<file path="src/hw/asrr_pkg.sv">
package asrr_pkg;

	// Register byte offsets, decoded on haddr[7:0]
	localparam logic [7:0] ADDR_CTRL   = 8'h00;
	localparam logic [7:0] ADDR_DIV    = 8'h04;
	localparam logic [7:0] ADDR_STATUS = 8'h08;
	localparam logic [7:0] ADDR_DATA   = 8'h0c;

	localparam int unsigned CTRL_W = 4;
	localparam int unsigned DIV_W  = 16;
	localparam int unsigned DATA_W = 8;

	localparam logic [CTRL_W-1:0] CTRL_RESET = 4'h0;
	localparam logic [DIV_W-1:0]  DIV_RESET  = 16'h0000;

	// Status word bit positions
	localparam int unsigned ST_RXC_BIT  = 0;
	localparam int unsigned ST_FE_BIT   = 1;
	localparam int unsigned ST_DOR_BIT  = 2;
	localparam int unsigned ST_PE_BIT   = 3;
	localparam int unsigned ST_BUSY_BIT = 4;
	localparam int unsigned ST_PIN_BIT  = 5;

	// Samples per bit and centre vote window
	localparam logic [4:0] SPB_NORMAL        = 5'h10;
	localparam logic [4:0] SPB_DOUBLE        = 5'h08;
	localparam logic [4:0] VOTE_FIRST_NORMAL = 5'h08;
	localparam logic [4:0] VOTE_LAST_NORMAL  = 5'h0a;
	localparam logic [4:0] VOTE_FIRST_DOUBLE = 5'h04;
	localparam logic [4:0] VOTE_LAST_DOUBLE  = 5'h06;

	localparam logic       HTRANS_ACTIVE_BIT = 1'b1;
	localparam logic       HRESP_OKAY        = 1'b0;

	typedef struct packed {
		logic podd;
		logic pen;
		logic dbl;
		logic en;
	} asrr_ctrl_t;

	typedef struct packed {
		logic              pe;
		logic              dor;
		logic              fe;
		logic [DATA_W-1:0] data;
	} asrr_entry_t;

	typedef enum logic [2:0] {
		ST_IDLE   = 3'b000,
		ST_START  = 3'b001,
		ST_DATA   = 3'b011,
		ST_PARITY = 3'b010,
		ST_STOP   = 3'b110
	} asrr_state_t;

endpackage

</file>
<file path="src/hw/asrr_bit_timer.sv">
`timescale 1ns/1ps
`default_nettype none
module asrr_bit_timer (
	input  wire logic       hclk,
	input  wire logic       hresetn,
	input  wire logic       sample_tick,
	input  wire logic       restart,
	input  wire logic       run,
	input  wire logic       double_speed,
	input  wire logic       rx_sample,
	output logic            vote_done,
	output logic            vote_bit,
	output logic [4:0]      sample_num
);
	import asrr_pkg::*;

	logic [4:0] cnt;
	logic [4:0] next_cnt;
	logic [1:0] votes;
	logic [4:0] last;
	logic [4:0] vfirst;
	logic [4:0] vlast;

	assign last   = double_speed ? SPB_DOUBLE : SPB_NORMAL;
	assign vfirst = double_speed ? VOTE_FIRST_DOUBLE : VOTE_FIRST_NORMAL;
	assign vlast  = double_speed ? VOTE_LAST_DOUBLE : VOTE_LAST_NORMAL;
	assign next_cnt = (cnt == last) ? 5'h01 : cnt + 5'h01;
	assign sample_num = cnt;

	// Falling-edge sample is sample one of the start bit
	always_ff @(posedge hclk or negedge hresetn) begin
		if (!hresetn) begin
			cnt <= 5'h00;
		end else if (restart) begin
			cnt <= 5'h01;
		end else if (!run) begin
			cnt <= 5'h00;
		end else if (sample_tick) begin
			cnt <= next_cnt;
		end
	end

	always_ff @(posedge hclk or negedge hresetn) begin
		if (!hresetn) begin
			votes <= 2'h0;
		end else if (run && sample_tick && next_cnt >= vfirst && next_cnt < vlast) begin
			votes <= {votes[0], rx_sample};
		end
	end

	// Last centre sample is voted in the same cycle it arrives
	assign vote_done = run && sample_tick && !restart && (next_cnt == vlast);
	assign vote_bit  = (votes[1] & votes[0]) | (votes[1] & rx_sample) | (votes[0] & rx_sample);

	cnt_range_a: assert property (@(posedge hclk) disable iff (!hresetn)
		run |-> cnt <= last)
		else $error("sample counter beyond bit length");

	vote_position_a: assert property (@(posedge hclk) disable iff (!hresetn)
		vote_done && !restart && $stable(double_speed) |=> cnt == vlast)
		else $error("vote taken off the centre sample");

endmodule // asrr_bit_timer
`default_nettype wire

</file>
<file path="src/hw/asrr_rx.sv">
`timescale 1ns/1ps
`default_nettype none
module asrr_rx #(
	parameter int unsigned DEPTH = 2
) (
	input  wire logic        hclk,
	input  wire logic        hresetn,
	input  wire logic        hsel,
	input  wire logic [31:0] haddr,
	input  wire logic [1:0]  htrans,
	input  wire logic        hwrite,
	input  wire logic [2:0]  hsize,
	input  wire logic [31:0] hwdata,
	input  wire logic        hready,
	output logic [31:0]      hrdata,
	output logic             hreadyout,
	output logic             hresp,
	input  wire logic        serial_input_pin,
	output logic             serial_pin_override
);
	import asrr_pkg::*;

	localparam int unsigned PTR_W = (DEPTH > 1) ? $clog2(DEPTH) : 1;
	localparam int unsigned CNT_W = $clog2(DEPTH + 1);
	localparam logic [CNT_W-1:0] FULL_COUNT = CNT_W'(DEPTH);
	localparam logic [PTR_W-1:0] LAST_PTR   = PTR_W'(DEPTH - 1);
	localparam logic [3:0]       LAST_BIT   = 4'(DATA_W - 1);

	asrr_ctrl_t             ctrl;
	logic [DIV_W-1:0]       divisor;
	logic [DIV_W-1:0]       div_cnt;
	logic                   sample_tick;

	asrr_state_t            state;
	logic                   rx_prev;
	logic                   start_edge;
	logic                   frame_dbl;
	logic                   frame_pen;
	logic                   frame_podd;
	logic [3:0]             bit_idx;
	logic [DATA_W-1:0]      shift;
	logic                   frame_pe;
	logic                   vote_done;
	logic                   vote_bit;
	logic                   frame_done;
	asrr_entry_t            frame_entry;

	asrr_entry_t            mem [DEPTH];
	logic [PTR_W-1:0]       rd_ptr;
	logic [PTR_W-1:0]       wr_ptr;
	logic [CNT_W-1:0]       count;
	logic [CNT_W-1:0]       next_count;
	logic                   room;
	asrr_entry_t            held;
	logic                   held_valid;
	logic                   push_held;
	logic                   push_direct;
	logic                   push;
	logic                   pop;
	logic                   held_load;
	logic                   overrun_evt;
	asrr_entry_t            push_entry;
	asrr_entry_t            head;

	logic                   addr_valid;
	logic                   wr_pend;
	logic [7:0]             wr_addr;
	logic                   data_read;
	logic [31:0]            status_word;

	// Bus: zero wait states, always OKAY
	assign hreadyout  = 1'b1;
	assign hresp      = HRESP_OKAY;
	assign addr_valid = hsel && hready && (htrans[1] == HTRANS_ACTIVE_BIT);
	assign data_read  = addr_valid && !hwrite && (haddr[7:0] == ADDR_DATA);

	assign serial_pin_override = ctrl.en;

	// Sample clock divider; held in reset while disabled so timing restarts cleanly
	assign sample_tick = ctrl.en && (div_cnt == '0);

	always_ff @(posedge hclk or negedge hresetn) begin
		if (!hresetn) begin
			div_cnt <= '0;
		end else if (!ctrl.en) begin
			div_cnt <= '0;
		end else if (div_cnt == '0) begin
			div_cnt <= divisor;
		end else begin
			div_cnt <= div_cnt - 1'b1;
		end
	end

	// Edge watch compares consecutive samples; after the stop vote the next low
	// sample already counts, so a sender in either speed may start right after the vote
	assign start_edge = (state == ST_IDLE) && sample_tick && rx_prev && !serial_input_pin;

	always_ff @(posedge hclk or negedge hresetn) begin
		if (!hresetn) begin
			rx_prev <= 1'b1;
		end else if (!ctrl.en) begin
			rx_prev <= 1'b1;
		end else if (sample_tick) begin
			rx_prev <= serial_input_pin;
		end
	end

	asrr_bit_timer asrr_bit_timer_inst (
		.hclk         (hclk),
		.hresetn      (hresetn),
		.sample_tick  (sample_tick),
		.restart      (start_edge),
		.run          (state != ST_IDLE),
		.double_speed (frame_dbl),
		.rx_sample    (serial_input_pin),
		.vote_done    (vote_done),
		.vote_bit     (vote_bit),
		.sample_num   ()
	);

	// Mode bits are latched per frame so a mid-frame write cannot skew timing
	always_ff @(posedge hclk or negedge hresetn) begin
		if (!hresetn) begin
			frame_dbl  <= 1'b0;
			frame_pen  <= 1'b0;
			frame_podd <= 1'b0;
		end else if (start_edge) begin
			frame_dbl  <= ctrl.dbl;
			frame_pen  <= ctrl.pen;
			frame_podd <= ctrl.podd;
		end
	end

	always_ff @(posedge hclk or negedge hresetn) begin
		if (!hresetn) begin
			state <= ST_IDLE;
		end else if (!ctrl.en) begin
			state <= ST_IDLE;
		end else begin
			unique case (state)
				ST_IDLE: begin
					if (start_edge) begin
						state <= ST_START;
					end
				end
				ST_START: begin
					if (vote_done) begin
						state <= vote_bit ? ST_IDLE : ST_DATA;
					end
				end
				ST_DATA: begin
					if (vote_done && bit_idx == LAST_BIT) begin
						state <= frame_pen ? ST_PARITY : ST_STOP;
					end
				end
				ST_PARITY: begin
					if (vote_done) begin
						state <= ST_STOP;
					end
				end
				ST_STOP: begin
					if (vote_done) begin
						state <= ST_IDLE;
					end
				end
				default: begin
					state <= ST_IDLE;
				end
			endcase
		end
	end

	always_ff @(posedge hclk or negedge hresetn) begin
		if (!hresetn) begin
			bit_idx <= 4'h0;
			shift   <= '0;
		end else if (start_edge) begin
			bit_idx <= 4'h0;
		end else if (state == ST_DATA && vote_done) begin
			bit_idx <= bit_idx + 4'h1;
			shift   <= {vote_bit, shift[DATA_W-1:1]};
		end
	end

	// Even parity: data plus parity xor to zero; odd: to one
	always_ff @(posedge hclk or negedge hresetn) begin
		if (!hresetn) begin
			frame_pe <= 1'b0;
		end else if (start_edge) begin
			frame_pe <= 1'b0;
		end else if (state == ST_PARITY && vote_done) begin
			frame_pe <= (^shift) ^ vote_bit ^ frame_podd;
		end
	end

	assign frame_done  = (state == ST_STOP) && vote_done && ctrl.en;
	assign frame_entry = '{pe: frame_pe, dor: 1'b0, fe: !vote_bit, data: shift};

	// Buffer of DEPTH entries plus the separate held register as holding slot
	assign room        = (count != FULL_COUNT);
	assign push_held   = held_valid && room;
	assign push_direct = frame_done && !held_valid && room;
	assign push        = push_held || push_direct;
	assign push_entry  = push_held ? held : frame_entry;
	assign held_load   = frame_done && (held_valid ? push_held : !room);
	assign overrun_evt = start_edge && held_valid && !room;
	assign pop         = data_read && (count != '0);
	assign head        = mem[rd_ptr];

	always_comb begin
		next_count = count;
		if (push && !pop) begin
			next_count = count + 1'b1;
		end else if (pop && !push) begin
			next_count = count - 1'b1;
		end
	end

	always_ff @(posedge hclk or negedge hresetn) begin
		if (!hresetn) begin
			count  <= '0;
			rd_ptr <= '0;
			wr_ptr <= '0;
		end else if (!ctrl.en) begin
			count  <= '0;
			rd_ptr <= '0;
			wr_ptr <= '0;
		end else begin
			count <= next_count;
			if (pop) begin
				rd_ptr <= (rd_ptr == LAST_PTR) ? '0 : rd_ptr + 1'b1;
			end
			if (push) begin
				wr_ptr <= (wr_ptr == LAST_PTR) ? '0 : wr_ptr + 1'b1;
			end
		end
	end

	always_ff @(posedge hclk) begin
		if (push && ctrl.en) begin
			mem[wr_ptr] <= push_entry;
		end
	end

	// A frame that finishes while a character is held and the buffer is full is lost
	always_ff @(posedge hclk or negedge hresetn) begin
		if (!hresetn) begin
			held       <= '0;
			held_valid <= 1'b0;
		end else if (!ctrl.en) begin
			held_valid <= 1'b0;
		end else if (held_load) begin
			held       <= frame_entry;
			held_valid <= 1'b1;
		end else if (push_held) begin
			held_valid <= 1'b0;
		end else if (overrun_evt) begin
			held.dor   <= 1'b1;
		end
	end

	always_comb begin
		status_word = 32'h0;
		status_word[ST_RXC_BIT]  = (count != '0);
		status_word[ST_FE_BIT]   = (count != '0) && head.fe;
		status_word[ST_DOR_BIT]  = (count != '0) && head.dor;
		status_word[ST_PE_BIT]   = (count != '0) && head.pe;
		status_word[ST_BUSY_BIT] = (state != ST_IDLE);
		status_word[ST_PIN_BIT]  = ctrl.en;
	end

	// Read data is captured in the address phase, so a data read pops at once
	always_ff @(posedge hclk or negedge hresetn) begin
		if (!hresetn) begin
			hrdata <= 32'h0;
		end else if (addr_valid && !hwrite) begin
			unique case (haddr[7:0])
				ADDR_CTRL:   hrdata <= {{(32-CTRL_W){1'b0}}, ctrl};
				ADDR_DIV:    hrdata <= {{(32-DIV_W){1'b0}}, divisor};
				ADDR_STATUS: hrdata <= status_word;
				ADDR_DATA:   hrdata <= (count != '0) ? {{(32-DATA_W){1'b0}}, head.data} : 32'h0;
				default:     hrdata <= 32'h0;
			endcase
		end
	end

	always_ff @(posedge hclk or negedge hresetn) begin
		if (!hresetn) begin
			wr_pend <= 1'b0;
			wr_addr <= 8'h00;
		end else begin
			wr_pend <= addr_valid && hwrite;
			wr_addr <= haddr[7:0];
		end
	end

	always_ff @(posedge hclk or negedge hresetn) begin
		if (!hresetn) begin
			ctrl    <= asrr_ctrl_t'(CTRL_RESET);
			divisor <= DIV_RESET;
		end else if (wr_pend) begin
			if (wr_addr == ADDR_CTRL) begin
				ctrl <= asrr_ctrl_t'(hwdata[CTRL_W-1:0]);
			end
			if (wr_addr == ADDR_DIV) begin
				divisor <= hwdata[DIV_W-1:0];
			end
		end
	end

	disable_abort_a: assert property (@(posedge hclk) disable iff (!hresetn)
		!ctrl.en |=> state == ST_IDLE && !held_valid)
		else $error("reception continued while disabled");

	pin_release_a: assert property (@(posedge hclk) disable iff (!hresetn)
		$fell(ctrl.en) |-> !serial_pin_override)
		else $error("pin still taken over after disable");

	flush_buffer_a: assert property (@(posedge hclk) disable iff (!hresetn)
		!ctrl.en ##1 !ctrl.en |-> count == '0)
		else $error("buffer not flushed on disable");

	read_pops_a: assert property (@(posedge hclk) disable iff (!hresetn)
		ctrl.en && data_read && count != '0 && !push |=> count == $past(count) - 1'b1)
		else $error("data read did not pop one entry");

	start_detect_a: assert property (@(posedge hclk) disable iff (!hresetn)
		ctrl.en && state == ST_IDLE && sample_tick && rx_prev && !serial_input_pin |=> state == ST_START)
		else $error("falling edge not taken as start");

	noise_reject_a: assert property (@(posedge hclk) disable iff (!hresetn)
		ctrl.en && state == ST_START && vote_done && vote_bit |=> state == ST_IDLE)
		else $error("noisy start bit not rejected");

	stop_to_idle_a: assert property (@(posedge hclk) disable iff (!hresetn)
		ctrl.en && state == ST_STOP && vote_done |=> state == ST_IDLE)
		else $error("receiver waits beyond stop vote");

	frame_error_a: assert property (@(posedge hclk) disable iff (!hresetn)
		frame_done && !vote_bit && count == '0 && !held_valid && !data_read ##1 ctrl.en
		|-> count == CNT_W'(1) && mem[rd_ptr].fe)
		else $error("low stop bit not stored as frame error");

	rxc_status_a: assert property (@(posedge hclk) disable iff (!hresetn)
		addr_valid && !hwrite && haddr[7:0] == ADDR_STATUS |=> hrdata[ST_RXC_BIT] == ($past(count) != '0))
		else $error("receive complete does not match buffer");

	overrun_a: assert property (@(posedge hclk) disable iff (!hresetn)
		ctrl.en && start_edge && held_valid && count == FULL_COUNT && !pop |=> held_valid && held.dor)
		else $error("overrun not flagged");

	parity_off_a: assert property (@(posedge hclk) disable iff (!hresetn)
		state == ST_STOP && !frame_pen |-> !frame_pe)
		else $error("parity error without parity check");

endmodule // asrr_rx
`default_nettype wire

</file>
<file path="config.mk">
export PLATFORM = sky130hd
export DESIGN_NAME = asrr_rx
export DESIGN_NICKNAME = d
export VERILOG_FILES = /design/src/hw/asrr_pkg.sv /design/src/hw/asrr_bit_timer.sv /design/src/hw/asrr_rx.sv
export SDC_FILE = /design/constraint.sdc
export NUM_CORES = 1
export LEC_CHECK = 0
export CORE_ASPECT_RATIO = 0.7
export CORE_MARGIN = 4
export CORE_UTILIZATION = 56
export CTS_CLUSTER_DIAMETER = 50
export DETAILED_ROUTE_END_ITERATION = 12
export DONT_BUFFER_PORTS = 1
export PLACE_DENSITY = 0.76
export SKIP_LAST_GASP = 1
export SYNTH_ARGS = -nofsm -noshare
export SYNTH_HDL_FRONTEND = slang
export SYNTH_SLANG_ARGS = --single-unit
</file>
<file path="constraint.sdc">
create_clock -name hclk -period 3.8 [get_ports hclk]
set_input_delay 0.76 -clock hclk [delete_from_list [all_inputs] [get_ports hclk]]
set_output_delay 0.76 -clock hclk [all_outputs]
set_load 0.05 [all_outputs]
</file>
==> Yosys cells after proc, flatten, opt, wreduce, memory -nomap -nowiden <==
Memory sizes are Yosys's and may differ from the RTL's.
Cells that the tools add are included.
{ "word_totals": {"reg_bits": 120, "mem_bits_rw": 22, "input_bits": 75, "out_inout_bits": 35, "word_cells": 171, "n_memories": 1} }
{ "mem_list": {"columns": ["memory", "depth", "width", "rd", "rd_ports_with_merged_regs", "wr", "line_no", "text"], "rows": [
  ["mem", 2, 11, 1, 0, 1, "asrr_rx.sv:48", "asrr_entry_t mem [DEPTH];"]
]} }
{ "classes": {"n_addsub": 7, "n_lt_le_gt_ge": 2, "n_eq_ne": 24, "muxes": 45, "bitwise_logic": 8, "n_reduce_logical": 57} }
{ "ops": {"columns": ["op", "n"], "rows": [
  ["16-bit one-hot mux with 4 select lines", 1],
  ["1-bit logical AND", 32],
  ["16-bit 2-to-1 mux", 2],
  ["5-bit 2-to-1 mux", 5],
  ["3-bit 2-to-1 mux", 7],
  ["1-bit 2-to-1 mux", 19],
  ["8-bit by 3-bit equality test with 1-bit output, second input constant", 2],
  ["8-bit by 4-bit equality test with 1-bit output, second input constant", 2],
  ["16-bit zero test", 1],
  ["8-bit zero test", 2],
  ["4-bit 2-to-1 mux", 4],
  ["16-bit by 1-bit subtractor with 16-bit output, second input constant", 1],
  ["3-bit one-hot mux with 5 select lines", 1],
  ["3-bit inequality test, second input constant", 4],
  ["11-bit 2-to-1 mux", 1],
  ["5-bit equality test", 2],
  ["3-bit by 1-bit inequality test with 1-bit output, second input constant", 3],
  ["1-bit zero test", 8],
  ["2-bit 2-to-1 mux", 4],
  ["8-bit 2-to-1 mux", 1],
  ["2-bit by 1-bit inequality test with 1-bit output, second input constant", 4],
  ["2-bit AND reduction", 4],
  ["2-bit nonzero test", 4],
  ["8-bit parity", 1],
  ["22 further kinds", 28]
]} }

==> Longest topological paths before layout <==
{ "depth": {"word_depth": 18, "depth_mapped": 11, "mapped_depth_nobuf": 10} }

==> By module <==
A second synthesis with hierarchy kept.
{ "hier_totals": {"cells_unflattened": 538, "hier_area_um2": 5984.5} }
{ "by_module_without_submodules": {"columns": ["mod", "instances", "cells_per_inst", "area_each_um2", "seq_area_each_um2"], "rows": [
  ["asrr_rx", 1, 479, 5429.0, 3089.2],
  ["asrr_bit_timer", 1, 59, 555.5, 175.2]
]} }

==> Worst setup path after synthesis <==
Ideal clock, no wire load.
{ "synth_path": {"path_type": "flip-flop to flip-flop", "startpoint": "register asrr_bit_timer_inst.cnt[0] (netlist: asrr_bit_timer_inst.sample_num[0])", "endpoint": "memory mem[0][0] (netlist bit), enable pin", "setup_time_ps": 397, "t_arrival_ps": 2754, "required_ps": 3403, "slack_ps": 649, "path_stages_with_launch": 10, "cell_sequence": "dfrtp_1 > inv_1 > ha_1 > nor2b_1 > o21ai_1 > and2_1 > ha_1 > and3_1 > o2111ai_1 > a211oi_1"} }
{ "synth_via": {"elab_chain_cells": 12} }
{ "synth_lines": {"columns": ["element", "line_no", "text"], "rows": [
  ["start, declared", "asrr_bit_timer.sv:17", "logic [4:0] cnt;"],
  ["start signal, assigned", "asrr_bit_timer.sv:39", "cnt <= next_cnt;"],
  ["5-bit by 1-bit adder with 5-bit output or 5-bit equality test (tied branches)", "asrr_bit_timer.sv:27", "assign next_cnt = (cnt == last) ? 5'h01 : cnt + 5'h01;"],
  ["5-bit 2-to-1 mux *", "asrr_bit_timer.sv:27", null],
  ["5-bit equality test *", "asrr_bit_timer.sv:52", "assign vote_done = run && sample_tick && !restart && (next_cnt == vlast);"],
  ["1-bit logical AND *", "asrr_bit_timer.sv:52", null],
  ["1-bit logical AND * (2 in a row)", "asrr_rx.sv:196", "assign frame_done = (state == ST_STOP) && vote_done && ctrl.en;"],
  ["1-bit logical AND * (2 in a row)", "asrr_rx.sv:202", "assign push_direct = frame_done && !held_valid && room;"],
  ["1-bit logical OR *", "asrr_rx.sv:203", "assign push = push_held || push_direct;"],
  ["1-bit logical AND *", "asrr_rx.sv:240", "if (push && ctrl.en) begin"],
  ["1-bit 2-to-1 mux *", "asrr_rx.sv:240", null],
  ["1-bit 2-to-1 mux (not written as such) *", "asrr_rx.sv:241", "mem[wr_ptr] <= push_entry;"],
  ["end, declared", "asrr_rx.sv:48", null]
]} }
Mark *: on every way between the ends. The rest lies on a longest branch, timed or not.

==> Final worst setup path <==
{ "layout_path": {"startpoint": "register asrr_bit_timer_inst.cnt[0] (netlist: asrr_bit_timer_inst.sample_num[0])", "endpoint": "memory mem[1][7] (netlist bit), enable pin"} }
Same word-level chain as after synthesis.

==> impl_metrics.json <==
{
  "outcome": "finished, final reports clean",
  "nNetsFinal": 608,
  "synth_seq_area_share": 0.536,
  "rsz0062_at_grt": "false",
  "cts_buffers": 17,
  "crit_type": "reg -> reg",
  "yosys.cell_types.count": 67,
  "drc": 0,
  "ctsRootBufferMaster": "clkbuf_16",
  "min_period_ns": 3.07,
  "max-slew-margin-rel": 0.392,
  "synth_enable_flop_cells": 22,
  "synth_top_family_by_area": "multiplexers",
  "fin_util": 0.644,
  "leakagePower_uw": 0.00282,
  "core_area_sq_um": 10500,
  "area_growth_pct": 10.8,
  "antenna_found_initial": 0,
  "crit_fanout": 11,
  "worst_pin_slew_ns": 0.910,
  "drt_pass1_iterations": 5,
  "port_buffers": 0,
  "insertion_delay_ns": 0.42,
  "syn_area_sq_um": 6090,
  "place_inst": 636,
  "clk_pin_slew_ns": 0.06,
  "async_flop_share": 0.825,
  "n_antenna_cell": 0,
  "post-route-cell-area_sq_um": 6750,
  "die_w_um": 133,
  "cts_hold_buf": 0,
  "synthSimpleGateAreaFrac": 0.132,
  "gr-usage-all-layers": 0.211,
  "grt_max_degree": 105,
  "synthAdderAreaFrac": 0.0222,
  "die_h_um": 95.2,
  "cap_violations": 0,
  "fmax_mhz": 326,
  "avgSynthCellArea_sq_um": 11.7,
  "crit_path_end_kind": "register",
  "synth-compound-area-share": 0.0906,
  "cts_tree": "yes",
  "drv_slew": 0,
  "clock-sinks": 126,
  "cp.required_ns": 3.86,
  "arrival_ns": 3.13,
  "startpoint_type": "register",
  "routedWlPerCell_um": 18.9,
  "timing.final.ws_setup_ns": 0.730,
  "powerDensity_nw_per_um2": 551,
  "hold_violations": 0,
  "grt_pass1_wl_um": 20500,
  "grt_overflow_total": 0,
  "setup_viol": 0,
  "place_area_sq_um": 6130,
  "ys_ff_latch": 126,
  "ctsResizeCount": 0,
  "die-area_sq_um": 12600,
  "synthMuxAreaShare": 0.133,
  "hold_class": "in -> async",
  "vias_per_cell": 6.00,
  "postSynthCellCount": 520,
  "start_util": 0.581,
  "htreeDepth": 4,
  "postCtsSetupBuffers": 0,
  "instances_no_fill": 668,
  "drt_iter0_markers": 277,
  "skew_ns": 0.0106,
  "num_rows": 31,
  "vias": 4009,
  "yosysWarnings": 0,
  "synth_xor_area_frac": 0.0374,
  "drive_above_1_share": 0.179,
  "fin_tns_setup_ns": 0,
  "wirelength_um": 12600,
  "place_hpwl_um": 8660,
  "synthFlopType": "dfrtp_1",
  "globalplace.congestion": 0.857,
  "fillers": 793,
  "peakVddDrop_mv": 0.412,
  "num_io_pins": 110,
  "fin_crit_sh": 0.808,
  "pre_cts_ws_ns": 0.737,
  "clock_path_buffers": 2,
  "ant_nets": 0,
  "first_global_vias": 3943
}
-- flip-flops by register name, indices dropped and copies added (netlist names), 4 cells and up --
name and count:
bit_idx 4, mem 22, shift 8, divisor 16
hrdata 16, asrr_bit_timer_inst.sample_num 5, wr_addr 8, div_cnt 16
held 11
-- report_power, final --
group | internal [uW] | total, uW | leakage, uW | switching (uW)
Combinational | 155 | 377 | 0.00104 | 222
Clock | 1030 | 1690 | 0.000305 | 664
Sequential | 1470 | 1640 | 0.00148 | 173
Total | 2650 | 3710 | 0.00282 | 1060
-- cell type report --
class | count | area (sq um) | area share
clock buffers | 18 | 450 | 0.0668
clock inverters | 14 | 165 | 0.0245
inverters | 18 | 67.6 | 0.0100
multi-input cells | 355 | 2600 | 0.385
flip-flops and latches | 126 | 3260 | 0.484
well taps | 132 | 165 | 0.0245
repair buffers | 5 | 37.5 | 0.00556
-- synth_stat cells, types with 5 or more instances --
library cell,count,area share
ha_1,10,0.021
nand2b_1,5,0.0051
mux2_2,40,0.074
mux2_1,14,0.026
nor2b_1,5,0.0051
nor3_1,10,0.0082
mux2i_1,11,0.018
a21oi_1,8,0.0066
buf_4,19,0.023
nand3_1,14,0.012
nand2_1,55,0.034
xnor2_1,18,0.026
nor2_1,26,0.016
and3_1,5,0.0051
clkbuf_1,13,0.0080
dfrtp_1,103,0.42
edfxtp_1,22,0.11
o21ai_0,31,0.025
xor2_1,8,0.012
inv_1,18,0.011
-- layer usage --
layer / part of all wire / routed length (um) / global-route usage / vias to the layer above
met1: 0.46 / 5790 / 0.293 / 2016
met4: 0.015 / 188 / 0.0943 / 0
met3: 0.075 / 940 / 0.0580 / 17
met5: 0 / 0 / 0 / -
met2: 0.45 / 5680 / 0.315 / 141
li1: - / - / - / 1835
-- worst max-delay path, cell delays in order, from the launching register on --
cell and delay [ns]:
dfrtp_1 0.45, inv_1 0.09, ha_1 0.13, nor2b_1 0.19, o21ai_1 0.16, and2_1 0.21, ha_1 0.34, and3_1 0.28
o2111ai_1 0.20, nand2_1 0.15, and3_1 0.50
-- kinds of logic (layout without fill, tap and decap cells) --
kind of cell	Yosys count	in the layout
adders and majority gates	11	11
muxes	69	69
DFF	126	126
other	2	18
xor gates and xnor gates	26	26
buffers and inverters	55	55
and+or+nand+nor	151	151
AOI/OAI and AO/OA	80	80
-- through the flow --
step | total power (uW) | hold slack [ns]
2_1_floorplan | 1960 | 0.452
3_3_place_gp | 2000 | 0.462
3_5_place_dp | 2030 | 0.468
4_1_cts | 3730 | 0.0187
5_1_grt | 3860 | 0.0185
6_report | 3710 | 0.0353
-- cell usage in the layout, fill, tap and decap left out, types with 5 or more instances in the layout --
master     count
dfrtp_1      103
nand2_1       55
mux2_2        40
o21ai_0       31
nor2_1        26
edfxtp_1      22
inv_1         18
xnor2_1       18
conb_1        18
clkbuf_16     18
nand3_1       14
mux2_1        14
mux2i_1       11
nor3_1        10
ha_1          10
inv_6          9
xor2_1         8
a21oi_1        8
nor2b_1        5
nand2b_1       5
and3_1         5
buf_4          5
-- final timing paths --
kind                                                               start                   end  slack, ns  cells past startpoint
setup / recovery           asrr_bit_timer_inst.sample_num[0]$_DFFE_PN0P_   mem[1][7]$_DFFE_PP_       0.73                     10
setup reg to reg           asrr_bit_timer_inst.sample_num[0]$_DFFE_PN0P_   mem[1][7]$_DFFE_PP_       0.73                     10
min in group hclk                                               haddr[1]  wr_addr[1]$_DFF_PN0_       0.37                      0
hold / removal                                                   hresetn     wr_pend$_DFF_PN0_       0.04                      0
hold reg to reg                                     held[10]$_DFFE_PN0P_  held[10]$_DFFE_PN0P_       0.48                      1
max in group asynchronous                                        hresetn   rx_prev$_DFFE_PN1P_       3.51                      0
No activity file was read; power rests on OpenSTA's default activity.
